[config.mk]
export PLATFORM = sky130hd
export DESIGN_NAME = aerx_unit
export DESIGN_NICKNAME = d
export VERILOG_FILES = /design/src/design/aerx_pkg.sv /design/src/design/aerx_unit.sv
export SDC_FILE = /design/constraint.sdc
export NUM_CORES = 1
export LEC_CHECK = 0
export ABC_AREA = 1
export BUFFER_PORTS_ARGS = -buffer_cell sky130_fd_sc_hd__buf_2
export CAP_MARGIN = 15
export CORE_ASPECT_RATIO = 0.75
export CORE_MARGIN = 2
export CORE_UTILIZATION = 27
export DETAILED_ROUTE_END_ITERATION = 6
export HOLD_SLACK_MARGIN = 0.12
export PLACE_DENSITY_LB_ADDON = 0.12
export SETUP_SLACK_MARGIN = 0.5
export SYNTH_ARGS = -nofsm -noshare
export SYNTH_HDL_FRONTEND = slang
export SYNTH_SLANG_ARGS = --single-unit
[constraint.sdc]
create_clock -name ref_clk -period 6.67 [get_ports ref_clk]
set_input_delay 1.0005 -clock ref_clk [delete_from_list [all_inputs] [get_ports ref_clk]]
set_output_delay 1.0005 -clock ref_clk [all_outputs]
set_load 0.02 [all_outputs]
[src/design/aerx_pkg.sv]
// Purpose: shared constants for the address error and exception return unit
// Assumes: 16-bit stack words, byte addresses, 24-bit address bus
// Notes:   version value is arbitrary
package aerx_pkg;
    localparam int ADDR_W = 24;
    // access sizes
    localparam logic [1:0] SZ_BYTE = 2'h0;
    localparam logic [1:0] SZ_WORD = 2'h1;
    localparam logic [1:0] SZ_LONG = 2'h2;
    // exception kinds, not referenced by the unit
    localparam logic [1:0] EXC_NONE   = 2'h0;
    localparam logic [1:0] EXC_BUSERR = 2'h1;
    localparam logic [1:0] EXC_ADDRERR = 2'h2;
    localparam logic [1:0] EXC_FORMAT = 2'h3;
    // vector numbers
    localparam logic [7:0] VEC_BUSERR  = 8'h02;
    localparam logic [7:0] VEC_ADDRERR = 8'h03;
    localparam logic [7:0] VEC_FORMAT  = 8'h0e;
    // frame format codes
    localparam logic [3:0] FMT_SHORT = 4'h0;
    localparam logic [3:0] FMT_LONG  = 4'h8;
    // stack offsets in bytes
    localparam logic [7:0] OFS_SR      = 8'h00;
    localparam logic [7:0] OFS_PC      = 8'h02;
    localparam logic [7:0] OFS_FMT     = 8'h06;
    localparam logic [7:0] OFS_SSW     = 8'h08;
    localparam logic [7:0] OFS_FAULT   = 8'h0a;
    localparam logic [7:0] OFS_VERSION = 8'h1a;   // SP + 26
    localparam logic [7:0] OFS_LAST    = 8'h38;   // SP + 56
    localparam logic [7:0] OFS_END     = 8'h3a;   // frame size
    localparam logic [7:0] SHORT_SIZE  = 8'h08;
    localparam logic [7:0] WORD_STEP   = 8'h02;
    // status word and version word field positions
    localparam int SSW_NORETRY = 15;
    localparam int SSW_UPPER   = 10;
    localparam int VER_LSB     = 10;
    localparam logic [3:0] VERSION = 4'h5;        // arbitrary value
    localparam logic [4:0] LONG_EXTRA = 5'h16;    // 22 extra words pushed
    typedef enum logic [2:0] {
        AERX_IDLE    = 3'b000,
        AERX_HEAD    = 3'b001,
        AERX_VERSION = 3'b010,
        AERX_PROBE   = 3'b011,
        AERX_REST    = 3'b100,
        AERX_RERUN   = 3'b101,
        AERX_HALT    = 3'b110
    } aerx_state_t;
endpackage : aerx_pkg

[src/design/aerx_unit.sv]
// Purpose: address error detection and exception return sequencing
// Assumes: stack reads answered by rdDone/rdBusErr one word at a time
// Notes:   halt cleared only by rst
// Contract
// (RQ1) odd word/long/fetch address raises address error
// (RQ2) abort cycle, begin exception processing at once
// (RQ3) same sequence as bus error, own vector
// (RQ4) address error during group-0 processing halts
// (RQ5) address error pushes long restartable frame
// (RQ6) retry uses stacked address; odd again faults
// (RQ7) upper byte flag on high peripheral-move transfer
// (RQ8) read SR, PC, format; short resumes
// (RQ9) unknown format code gives format error
// (RQ10) check version bits at SP+26 only
// (RQ11) stack pointer unchanged until frame read
// (RQ12) probe SP+56; bus error there takes bus error
// (RQ13) later bus error halts as double fault
// (RQ14) restored frame reloads state, resumes instruction
// (RQ15) no_retry_flag set skips rerun
// (RQ16) halt leaves only on external reset
// (RQ17) restartable fault pushes 22 extra words
// (RQ18) odd byte access never faults
`timescale 1ns/100ps
module aerx_unit (
    // clock and reset
    input  wire logic                       ref_clk,
    input  wire logic                       rst,
    // access check
    input  wire logic                       accValid,
    input  wire logic [aerx_pkg::ADDR_W-1:0] accAddr,
    input  wire logic [1:0]                 accSize,
    input  wire logic                       accFetch,
    input  wire logic                       accBusErr,
    input  wire logic                       periphMoveOp,
    input  wire logic                       periphHighPart,
    input  wire logic                       inGroup0,
    // exception request out
    output logic                            accAbort,
    output logic                            excStart,
    output logic [7:0]                      excVector,
    output logic                            excLongFrame,
    output logic [4:0]                      excExtraWords,
    output logic                            upperByteFlag,
    output logic [aerx_pkg::ADDR_W-1:0]     faultAddr,
    output logic                            halted,
    // exception return
    input  wire logic                       exceptionReturnOp,
    input  wire logic [aerx_pkg::ADDR_W-1:0] spIn,
    output logic                            rdReq,
    output logic [aerx_pkg::ADDR_W-1:0]     rdAddr,
    input  wire logic                       rdDone,
    input  wire logic                       rdBusErr,
    input  wire logic [15:0]                rdData,
    output logic                            spLoad,
    output logic [aerx_pkg::ADDR_W-1:0]     spNew,
    output logic                            stateLoad,
    output logic [15:0]                     restoredSr,
    output logic [31:0]                     restoredPc,
    output logic                            retryReq,
    output logic [aerx_pkg::ADDR_W-1:0]     retryAddr,
    output logic                            rteBusy
);
    import aerx_pkg::*;

    aerx_state_t           state;
    logic [7:0]            ofs;
    logic [3:0]            fmt;
    logic [15:0]           ssw;
    logic [31:0]           fltWord;
    logic                  oddHit;
    logic                  retryOdd;
    logic [ADDR_W-1:0]     base;

    //----------------------------------------
    // access alignment check
    //----------------------------------------
    // byte operands never fault on odd addresses
    assign oddHit = accValid && accAddr[0]
                    && (accFetch || accSize != SZ_BYTE);    // [RQ1] [RQ18]
    assign retryOdd = (state == AERX_RERUN) && retryAddr[0];  // [RQ6]
    assign accAbort = oddHit;                               // [RQ2]
    assign rdReq   = (state == AERX_HEAD) || (state == AERX_VERSION)
                     || (state == AERX_PROBE) || (state == AERX_REST);
    assign rdAddr  = base + {{(ADDR_W-8){1'b0}}, ofs};
    assign rteBusy = state != AERX_IDLE && state != AERX_HALT;

    // fault reporting, one-cycle start pulse
    always_ff @(posedge ref_clk or posedge rst) begin
        if (rst) begin
            excStart      <= 1'b0;
            excVector     <= 8'h00;
            excLongFrame  <= 1'b0;
            excExtraWords <= 5'h00;
            upperByteFlag <= 1'b0;
            faultAddr     <= '0;
        end else begin
            excStart <= 1'b0;
            if (!halted && (oddHit || retryOdd) && !(inGroup0 && oddHit)) begin
                excStart      <= 1'b1;                      // [RQ2]
                excVector     <= VEC_ADDRERR;               // [RQ3]
                excLongFrame  <= 1'b1;                      // [RQ5]
                excExtraWords <= LONG_EXTRA;                // [RQ17]
                faultAddr     <= oddHit ? accAddr : retryAddr;
                upperByteFlag <= oddHit && periphMoveOp && periphHighPart; // [RQ7]
            end else if (!halted && accValid && accBusErr && !inGroup0) begin
                excStart      <= 1'b1;
                excVector     <= VEC_BUSERR;                // [RQ3]
                excLongFrame  <= 1'b1;
                excExtraWords <= LONG_EXTRA;                // [RQ17]
                faultAddr     <= accAddr;
                upperByteFlag <= periphMoveOp && periphHighPart; // [RQ7]
            end else if (state == AERX_HEAD && rdDone && !rdBusErr
                         && ofs == OFS_FMT && rdData[15:12] != FMT_SHORT
                         && rdData[15:12] != FMT_LONG) begin
                excStart      <= 1'b1;                      // [RQ9]
                excVector     <= VEC_FORMAT;
                excLongFrame  <= 1'b0;
                excExtraWords <= 5'h00;
            end else if (state == AERX_VERSION && rdDone && !rdBusErr
                         && rdData[VER_LSB+3:VER_LSB] != VERSION) begin
                excStart      <= 1'b1;                      // [RQ10]
                excVector     <= VEC_FORMAT;
                excLongFrame  <= 1'b0;
                excExtraWords <= 5'h00;
            end else if (rdDone && rdBusErr && (state == AERX_HEAD
                         || state == AERX_VERSION || state == AERX_PROBE)) begin
                excStart      <= 1'b1;                      // [RQ12]
                excVector     <= VEC_BUSERR;
                excLongFrame  <= 1'b1;
                excExtraWords <= LONG_EXTRA;
                faultAddr     <= rdAddr;
            end
        end
    end

    //----------------------------------------
    // halt on double fault
    //----------------------------------------
    always_ff @(posedge ref_clk or posedge rst) begin
        if (rst) begin
            halted <= 1'b0;                                 // [RQ16]
        end else if (inGroup0 && (oddHit || (accValid && accBusErr))) begin
            halted <= 1'b1;                                 // [RQ4]
        end else if (state == AERX_REST && rdDone && rdBusErr) begin
            halted <= 1'b1;                                 // [RQ13]
        end
    end

    //----------------------------------------
    // exception return sequencer
    //----------------------------------------
    always_ff @(posedge ref_clk or posedge rst) begin
        if (rst) begin
            state      <= AERX_IDLE;
            ofs        <= 8'h00;
            fmt        <= 4'h0;
            ssw        <= 16'h0000;
            fltWord    <= 32'h0;
            base       <= '0;
            restoredSr <= 16'h0000;
            restoredPc <= 32'h0;
            retryAddr  <= '0;
            spLoad     <= 1'b0;
            spNew      <= '0;
            stateLoad  <= 1'b0;
            retryReq   <= 1'b0;
        end else begin
            spLoad    <= 1'b0;
            stateLoad <= 1'b0;
            retryReq  <= 1'b0;
            case (state)
                AERX_IDLE: begin
                    if (exceptionReturnOp && !halted) begin
                        base  <= spIn;                      // [RQ11]
                        ofs   <= OFS_SR;
                        state <= AERX_HEAD;
                    end
                end
                AERX_HEAD: begin
                    if (rdDone && rdBusErr) begin
                        state <= AERX_IDLE;
                    end else if (rdDone) begin
                        case (ofs)
                            OFS_SR: restoredSr <= rdData;   // [RQ8]
                            OFS_PC: restoredPc[31:16] <= rdData;
                            OFS_FMT: fmt <= rdData[15:12];
                            default: restoredPc[15:0] <= rdData;
                        endcase
                        if (ofs == OFS_FMT) begin
                            if (rdData[15:12] == FMT_SHORT) begin
                                spNew     <= base + {{(ADDR_W-8){1'b0}}, SHORT_SIZE};
                                spLoad    <= 1'b1;          // [RQ8]
                                stateLoad <= 1'b1;
                                state     <= AERX_IDLE;
                            end else if (rdData[15:12] == FMT_LONG) begin
                                ofs   <= OFS_VERSION;
                                state <= AERX_VERSION;
                            end else begin
                                state <= AERX_IDLE;         // [RQ9]
                            end
                        end else begin
                            ofs <= ofs + WORD_STEP;
                        end
                    end
                end
                AERX_VERSION: begin
                    if (rdDone && rdBusErr) begin
                        state <= AERX_IDLE;
                    end else if (rdDone) begin
                        if (rdData[VER_LSB+3:VER_LSB] == VERSION) begin
                            ofs   <= OFS_LAST;              // [RQ12]
                            state <= AERX_PROBE;
                        end else begin
                            state <= AERX_IDLE;             // [RQ10]
                        end
                    end
                end
                AERX_PROBE: begin
                    if (rdDone && rdBusErr) begin
                        state <= AERX_IDLE;                 // [RQ12]
                    end else if (rdDone) begin
                        ofs   <= OFS_SSW;
                        state <= AERX_REST;
                    end
                end
                AERX_REST: begin
                    if (rdDone && rdBusErr) begin
                        state <= AERX_HALT;                 // [RQ13]
                    end else if (rdDone) begin
                        if (ofs == OFS_SSW) ssw <= rdData;
                        if (ofs == OFS_FAULT) fltWord[31:16] <= rdData;
                        if (ofs == OFS_FAULT + WORD_STEP) fltWord[15:0] <= rdData;
                        if (ofs == OFS_LAST - WORD_STEP) begin
                            spNew     <= base + {{(ADDR_W-8){1'b0}}, OFS_END};
                            spLoad    <= 1'b1;              // [RQ11]
                            stateLoad <= 1'b1;              // [RQ14]
                            retryAddr <= fltWord[ADDR_W-1:0];
                            state     <= ssw[SSW_NORETRY] ? AERX_IDLE : AERX_RERUN; // [RQ15]
                        end else begin
                            ofs <= ofs + WORD_STEP;
                        end
                    end
                end
                AERX_RERUN: begin
                    retryReq <= !retryAddr[0];              // [RQ6]
                    state    <= AERX_IDLE;
                end
                AERX_HALT: begin
                    state <= AERX_HALT;                     // [RQ16]
                end
                default: begin
                    state <= AERX_IDLE;
                end
            endcase
        end
    end

    //----------------------------------------
    // checks
    //----------------------------------------
    a_byte_no_fault: assert property (@(posedge ref_clk) disable iff (rst) // [RQ18]
        accValid && accSize == SZ_BYTE && !accFetch |-> !accAbort)
        else $error("byte access aborted");
    a_odd_word_abort: assert property (@(posedge ref_clk) disable iff (rst) // [RQ1]
        accValid && accAddr[0] && accSize == SZ_WORD |-> accAbort)
        else $error("odd word not aborted");
    a_addr_vector: assert property (@(posedge ref_clk) disable iff (rst) // [RQ3]
        oddHit && !inGroup0 && !halted |=> excStart && excVector == VEC_ADDRERR
        && excExtraWords == LONG_EXTRA)
        else $error("address error vector wrong");
    a_group0_halt: assert property (@(posedge ref_clk) disable iff (rst) // [RQ4]
        oddHit && inGroup0 |=> halted)
        else $error("no halt on nested fault");
    a_halt_sticky: assert property (@(posedge ref_clk) disable iff (rst) // [RQ16]
        halted |=> halted)
        else $error("halt left without reset");
    a_sp_hold: assert property (@(posedge ref_clk) disable iff (rst) // [RQ11]
        spLoad |-> $past(state) == AERX_REST || $past(state) == AERX_HEAD)
        else $error("stack pointer moved early");
    a_rest_fault: assert property (@(posedge ref_clk) disable iff (rst) // [RQ13]
        state == AERX_REST && rdDone && rdBusErr |=> halted && state == AERX_HALT)
        else $error("double fault not halted");
    a_bad_version: assert property (@(posedge ref_clk) disable iff (rst) // [RQ10]
        state == AERX_VERSION && rdDone && !rdBusErr
        && rdData[VER_LSB+3:VER_LSB] != VERSION |=> excVector == VEC_FORMAT
        && state == AERX_IDLE)
        else $error("version mismatch missed");
endmodule : aerx_unit

==> flow_summary.yaml, run 1 <==
timing:
  period_needed_ns: 4.191
  timing.hold.ws_ns: 0.4659
  fin_setup_tns_ns: 0
  fmax_mhz: 238.6
  finalSetupViolations: 0
  relSlewSlack_pct: 31.52
  finalClockSkew_ns: 0.01543
  hold_viol: 0
  rsz0062_at_grt: "no"
  fin_ws_ns: 2.479
  tightest_slew_ns: 1.025
  drv_slew: 0
  fin_crit_sh_pct: 62.84
routing:
  drc: 0
  ant_nets: 0
  drt_iter0_markers: 732
  wl_per_cell_um: 17.88
  wl_um: 35530
  via_per_inst: 4.529
  drt-pass1-iter-count: 5
  via_count: 9000
power_and_ir_drop:
  swShare_pct: 42.61
  leakage_nw: 6.489
  power_mw: 4.289
  power_density_mw_per_mm2: 352.9
  switching_power_mw: 1.827
  intPower_mw: 2.462
  p_seq_share_pct: 36.7
  max-vdd-ir-drop_mv: 0.1350
  clkPwrFrac_pct: 24.7
  power_frac_comb_pct: 38.6
global_route:
  grt_usage_pct: 18.63
  grt_pass1_wl_um: 53090
  antenna_found_initial: 1
  overflow: 0
  first_global_vias: 8610
  grt_max_degree: 81
die:
  dieArea_mm2: 0.03848
  start_util_pct: 27.60
  rows: 60
  die_x_um: 225.9
  die_h_um: 170.4
  ios: 244
  core_area_mm2: 0.03611
finish:
  fill_cells: 3916
  final_area_mm2: 0.01215
  multiInputGateArea_mm2: 0.004437
  nets: 1567
  final_cell_mix: "396 x nand2_1, 237 x buf_2, 188 x dfrtp_1"
  final_layout_size_suffix_gt1_share_pct: 23.09
  utilization_pct: 33.66
  seq_area_mm2: 0.004705
  stdcell_count: 1987
  final_common_cell: "nand2_1"
  synthToLayoutAreaGrowth_pct: 21.93
placed_design:
  pre_cts_slack_ns: 2.027
  placed_cells: 1953
  hpwl_um: 27660
  place_congestion: 0.8941
  dpl_cell_area_mm2: 0.01151
  place.port_buffers: 237
clock_tree:
  htree_levels: 4
  cts_buffer_depth: 2
  cts_buffers: 17
  tritoncts: "built"
  cts_root_buf: "clkbuf_16"
  clk_latency_ns: 0.45
  path_clk_slew_ns: 0.08
  cts_resized: 0
  holdBufCountCts: 0
  post_cts_buffers: 0
  cts_num_sinks: 188
status:
  status: "finished, final reports clean"
min_path:
  holdCritPathClass: "reg2reg"
logic_synthesis:
  synth_edf_count: 0
  syn_area_per_cell_um2: 7.885
  netlist_area_mm2: 0.009967
  async_flop_share_pct: 100.0
  syn_inst: 1264
  yosys.cell_types.count: 48
  yosysSeqAreaShare_pct: 47.20
  yosys_warnings: 0
  ys.flop_type: "dfrtp_1"
  ys_seq_elements: 188
worst_setup_path:
  criticalPathCategory: "in2reg"
  worstPathMaxFanout: 40
  required_ns: 6.99
  worstPathArrival_ns: 4.51
  start_kind: "input pin"
  crit_path_end_kind: "flip-flop"
run:
  drv_cap: 0
Yosys cell counts, types with 7 or more instances:
master	count	area, um^2
mux2_2	7	78.83
clkbuf_1	21	78.83
buf_4	16	120.1
nand3_1	56	280.3
ha_1	13	162.7
nor3_1	7	35.03
buf_2	12	60.06
nand2_1	396	1486
nand4_1	8	50.05
mux2_4	19	285.3
xor2_1	18	157.7
nor2_1	106	397.9
inv_1	124	465.5
o21ai_1	20	100.1
a21oi_1	48	240.2
inv_2	10	37.54
o211ai_1	8	60.06
dfrtp_1	188	4705
o21ai_0	123	615.6
registers in the layout, indices dropped and copies added, names as in the netlist:
name	cells
restoredSr	16
restoredPc	32
halted	1
faultAddr	24
base	24
state	3
excStart	1
excExtraWords	1
excVector	3
ssw	1
ofs	7
upperByteFlag	1
retryReq	1
fltWord	24
retryAddr	24
stateLoad	1
spNew	24
final cells by class:
cell class                      instances  area share, %
Antenna cell                            1        0.02059
Clock buffer                           19          3.727
Multi-Input combinational cell        890          36.51
Clock inverter                         13          1.277
Timing Repair Buffer                  245          10.42
Inverter                              135          4.231
Sequential cell                       188          38.71
Tap cell                              496          5.107
power by group through the flow:
stage                     logic (mW)  registers, mW  clock network [mW]
after CTS                       1.67           1.58                1.09
after floorplan                0.804           1.86                   0
after detailed placement        1.67           1.60                   0
after global placement          1.66           1.59                   0
final                           1.66           1.57                1.06
after global routing            1.84           1.61                1.13
worst max-delay path, stage by stage:
cell	delay (ns)
buf_2	0.09
nor2_1	0.09
nand2_1	0.11
nand2_1	0.71
inv_1	0.09
buf_4	0.25
nand2_1	0.08
nand2_1	0.58
nand2_1	0.30
inv_2	0.08
nand2_2	0.55
inv_1	0.35
nand2_1	0.12
o21ai_1	0.07
worst paths after layout:
| path | start | end | slack (ns) | depth (start not counted) |
|---|---|---|---|---|
| setup / recovery | accSize[1] | faultAddr[1]$_DFFE_PP0P_ | 2.48 | 14 |
| hold / removal | excVector[1]$_DFFE_PP0P_ | excVector[1]$_DFFE_PP0P_ | 0.47 | 1 |
| setup reg to reg | state[1]$_DFFE_PP0P_ | faultAddr[1]$_DFFE_PP0P_ | 3.53 | 10 |
| hold reg to reg | excVector[1]$_DFFE_PP0P_ | excVector[1]$_DFFE_PP0P_ | 0.47 | 1 |
| max in group asynchronous | rst | retryAddr[11]$_DFFE_PP0P_ | 4.77 | 3 |
| min in group asynchronous | rst | restoredPc[30]$_DFFE_PP0P_ | 0.62 | 2 |
per-layer routing:
| layer | routed length (um) | GRT usage (%) | up-vias | share of wire [%] |
|---|---|---|---|---|
| met3 | 1884 | 3.764 | 21 | 5.3 |
| met1 | 17760 | 27.61 | 4289 | 50 |
| met4 | 384 | 4.434 | 0 | 1.1 |
| met2 | 15510 | 27.57 | 225 | 44 |
| li1 | - | - | 4465 | - |
| met5 | 0 | 0 | - | 0 |
cells by family after synthesis:
group | count (synthesis) | synth area share [%]
simple gates | 602 | 25.13
compound gates | 222 | 11.98
mux | 27 | 3.753
flops | 188 | 47.20
fa+ha+maj | 13 | 1.632
buf+inv | 191 | 8.511
other cells | 1 | 0.03762
xor+xnor | 20 | 1.757
Note: power is estimated with default switching activity, not from simulation.
==> run 2: changes to the inputs <==
Clock period 6.67 ns to 3.9 ns, I/O delays scaled along.
==> run 2 against run 1 <==
Net effect:
- cell area about the same
- setup slack worse by 1.8 ns
- sequential share of layout area about the same
- via count down 0.37%
- clock power up 60%
- sequential cell count unchanged
- first-iteration DRC count down 0.41%
- die area unchanged
- total power up 68%
- wire length up 0.41%
- global-route usage about the same
- count of clock-buffer cells in the layout up 1
==> flow_summary.yaml, run 2 (same netlist as run 1, synthesis figures left out) <==
status:
  status: "finished, final reports clean"
global_route:
  first_global_vias: 8647
  grt_usage_pct: 18.59
  overflow: 0
  antenna_found_initial: 2
  grt_pass1_wl_um: 53070
  grt_max_degree: 67
die:
  core_area_mm2: 0.03611
  start_util_pct: 27.60
  die_x_um: 225.9
  dieArea_mm2: 0.03848
  die_h_um: 170.4
  ios: 244
  rows: 60
min_path:
  holdCritPathClass: "in2async"
routing:
  via_per_inst: 4.495
  wl_um: 35680
  drc: 0
  wl_per_cell_um: 17.88
  via_count: 8967
  drt_iter0_markers: 729
  ant_nets: 0
  drt-pass1-iter-count: 5
timing:
  finalSetupViolations: 0
  fin_setup_tns_ns: 0
  finalClockSkew_ns: 0.01342
  fin_ws_ns: 0.6782
  rsz0062_at_grt: "no"
  fin_crit_sh_pct: 82.61
  drv_slew: 0
  fmax_mhz: 310.4
  period_needed_ns: 3.222
  relSlewSlack_pct: 34.49
  tightest_slew_ns: 0.9802
  hold_viol: 0
clock_tree:
  cts_buffer_depth: 2
  cts_num_sinks: 188
  cts_root_buf: "clkbuf_16"
  holdBufCountCts: 0
  tritoncts: "built"
  clk_latency_ns: 0.45
  path_clk_slew_ns: 0.07
  cts_resized: 0
  cts_buffers: 17
  post_cts_buffers: 0
  htree_levels: 4
finish:
  largest_reg_flops: 32
  final_common_cell: "nand2_1"
  nets: 1574
  synthToLayoutAreaGrowth_pct: 21.96
  final_layout_size_suffix_gt1_share_pct: 23.31
  top_register: "restoredPc"
  final_cell_mix: "396 x nand2_1, 237 x buf_2, 188 x dfrtp_1"
worst_setup_path:
  worstPathArrival_ns: 2.64
  criticalPathCategory: "reg2out"
  required_ns: 3.31
  crit_path_end_kind: "output pin"
  worstPathMaxFanout: 7
  start_kind: "flip-flop"
placed_design:
  place.port_buffers: 237
  hpwl_um: 27940
  place_congestion: 0.8640
  pre_cts_slack_ns: 0.9847
run:
  drv_cap: 0
power_and_ir_drop:
  max-vdd-ir-drop_mv: 0.2374
  leakage_nw: 6.477
  power_density_mw_per_mm2: 594.5
run 2: cell count changes in the layout (fill, tap and decap cells not counted), sizes merged:
cell / delta
buf: +7
clkinvlp: +4
inv: -2
diode: +1
bufinv: -1
clkbuf: +1
clkinv: -2
run 2: cell type report:
class / instances / area (um^2)
fillers: 3968 / 23950
flip-flops and latches: 188 / 4705
diodes: 2 / 5.005
multi-input cells: 890 / 4437
clock buffers: 20 / 446.7
well taps: 496 / 620.6
clock inverters: 12 / 107.6
inverters: 135 / 510.5
repair buffers: 252 / 1324
run 2: power by group:
part / leakage, nW / internal [mW] / switching [mW]
clock: 0.257 / 0.850 / 0.845
combinational: 3.93 / 0.868 / 1.97
sequential: 2.29 / 2.40 / 0.288
total: 6.48 / 4.12 / 3.11
run 2: critical path, stage by stage, from the launching register on:
cell and delay, ns:
dfrtp_1 0.47, ha_1 0.47, or2_2 0.17, nand2_1 0.16, o21ai_0 0.43, nand3_1 0.17
nand2_1 0.15, buf_2 0.18
run 2: final timing paths:
path	start	to	slack, ns	cells after the start
max reg2reg	state[1]$_DFFE_PP0P_	faultAddr[3]$_DFFE_PP0P_	1.49	12
min	rst	spNew[4]$_DFFE_PP0P_	0.26	2
min in group ref_clk	spIn[1]	base[1]$_DFFE_PP0P_	0.36	2
max in group asynchronous	rst	restoredPc[18]$_DFFE_PP0P_	2.75	3
min reg2reg	excVector[1]$_DFFE_PP0P_	excVector[1]$_DFFE_PP0P_	0.47	1
max	ofs[3]$_DFFE_PP0P_	rdAddr[12]	0.68	7
run 2: metal layers:
metal  vias to the layer above  GRT usage [%]  wire (um)
met3                        11          4.316       1962
met1                      4268          27.44      17830
li1                       4468              -          -
met2                       220          27.76      15660
met4                         0          3.167        218
met5                         -              0          0
run 2: through the flow:
step                cells  hold WS, ns  instance area (um^2)  utilization (%)  power (mW)
floorplan            1269       0.4492                  9990                -       4.564
global placement     1961       0.4459                 11600            32.11       5.578
detailed placement   1961       0.4539                 11600            32.11       5.590
CTS                  1993       0.2729                 12150            33.65       7.316
global route         1994       0.2861                 12150            33.66       7.733
finish               1995       0.2551                 12160            33.66       7.226
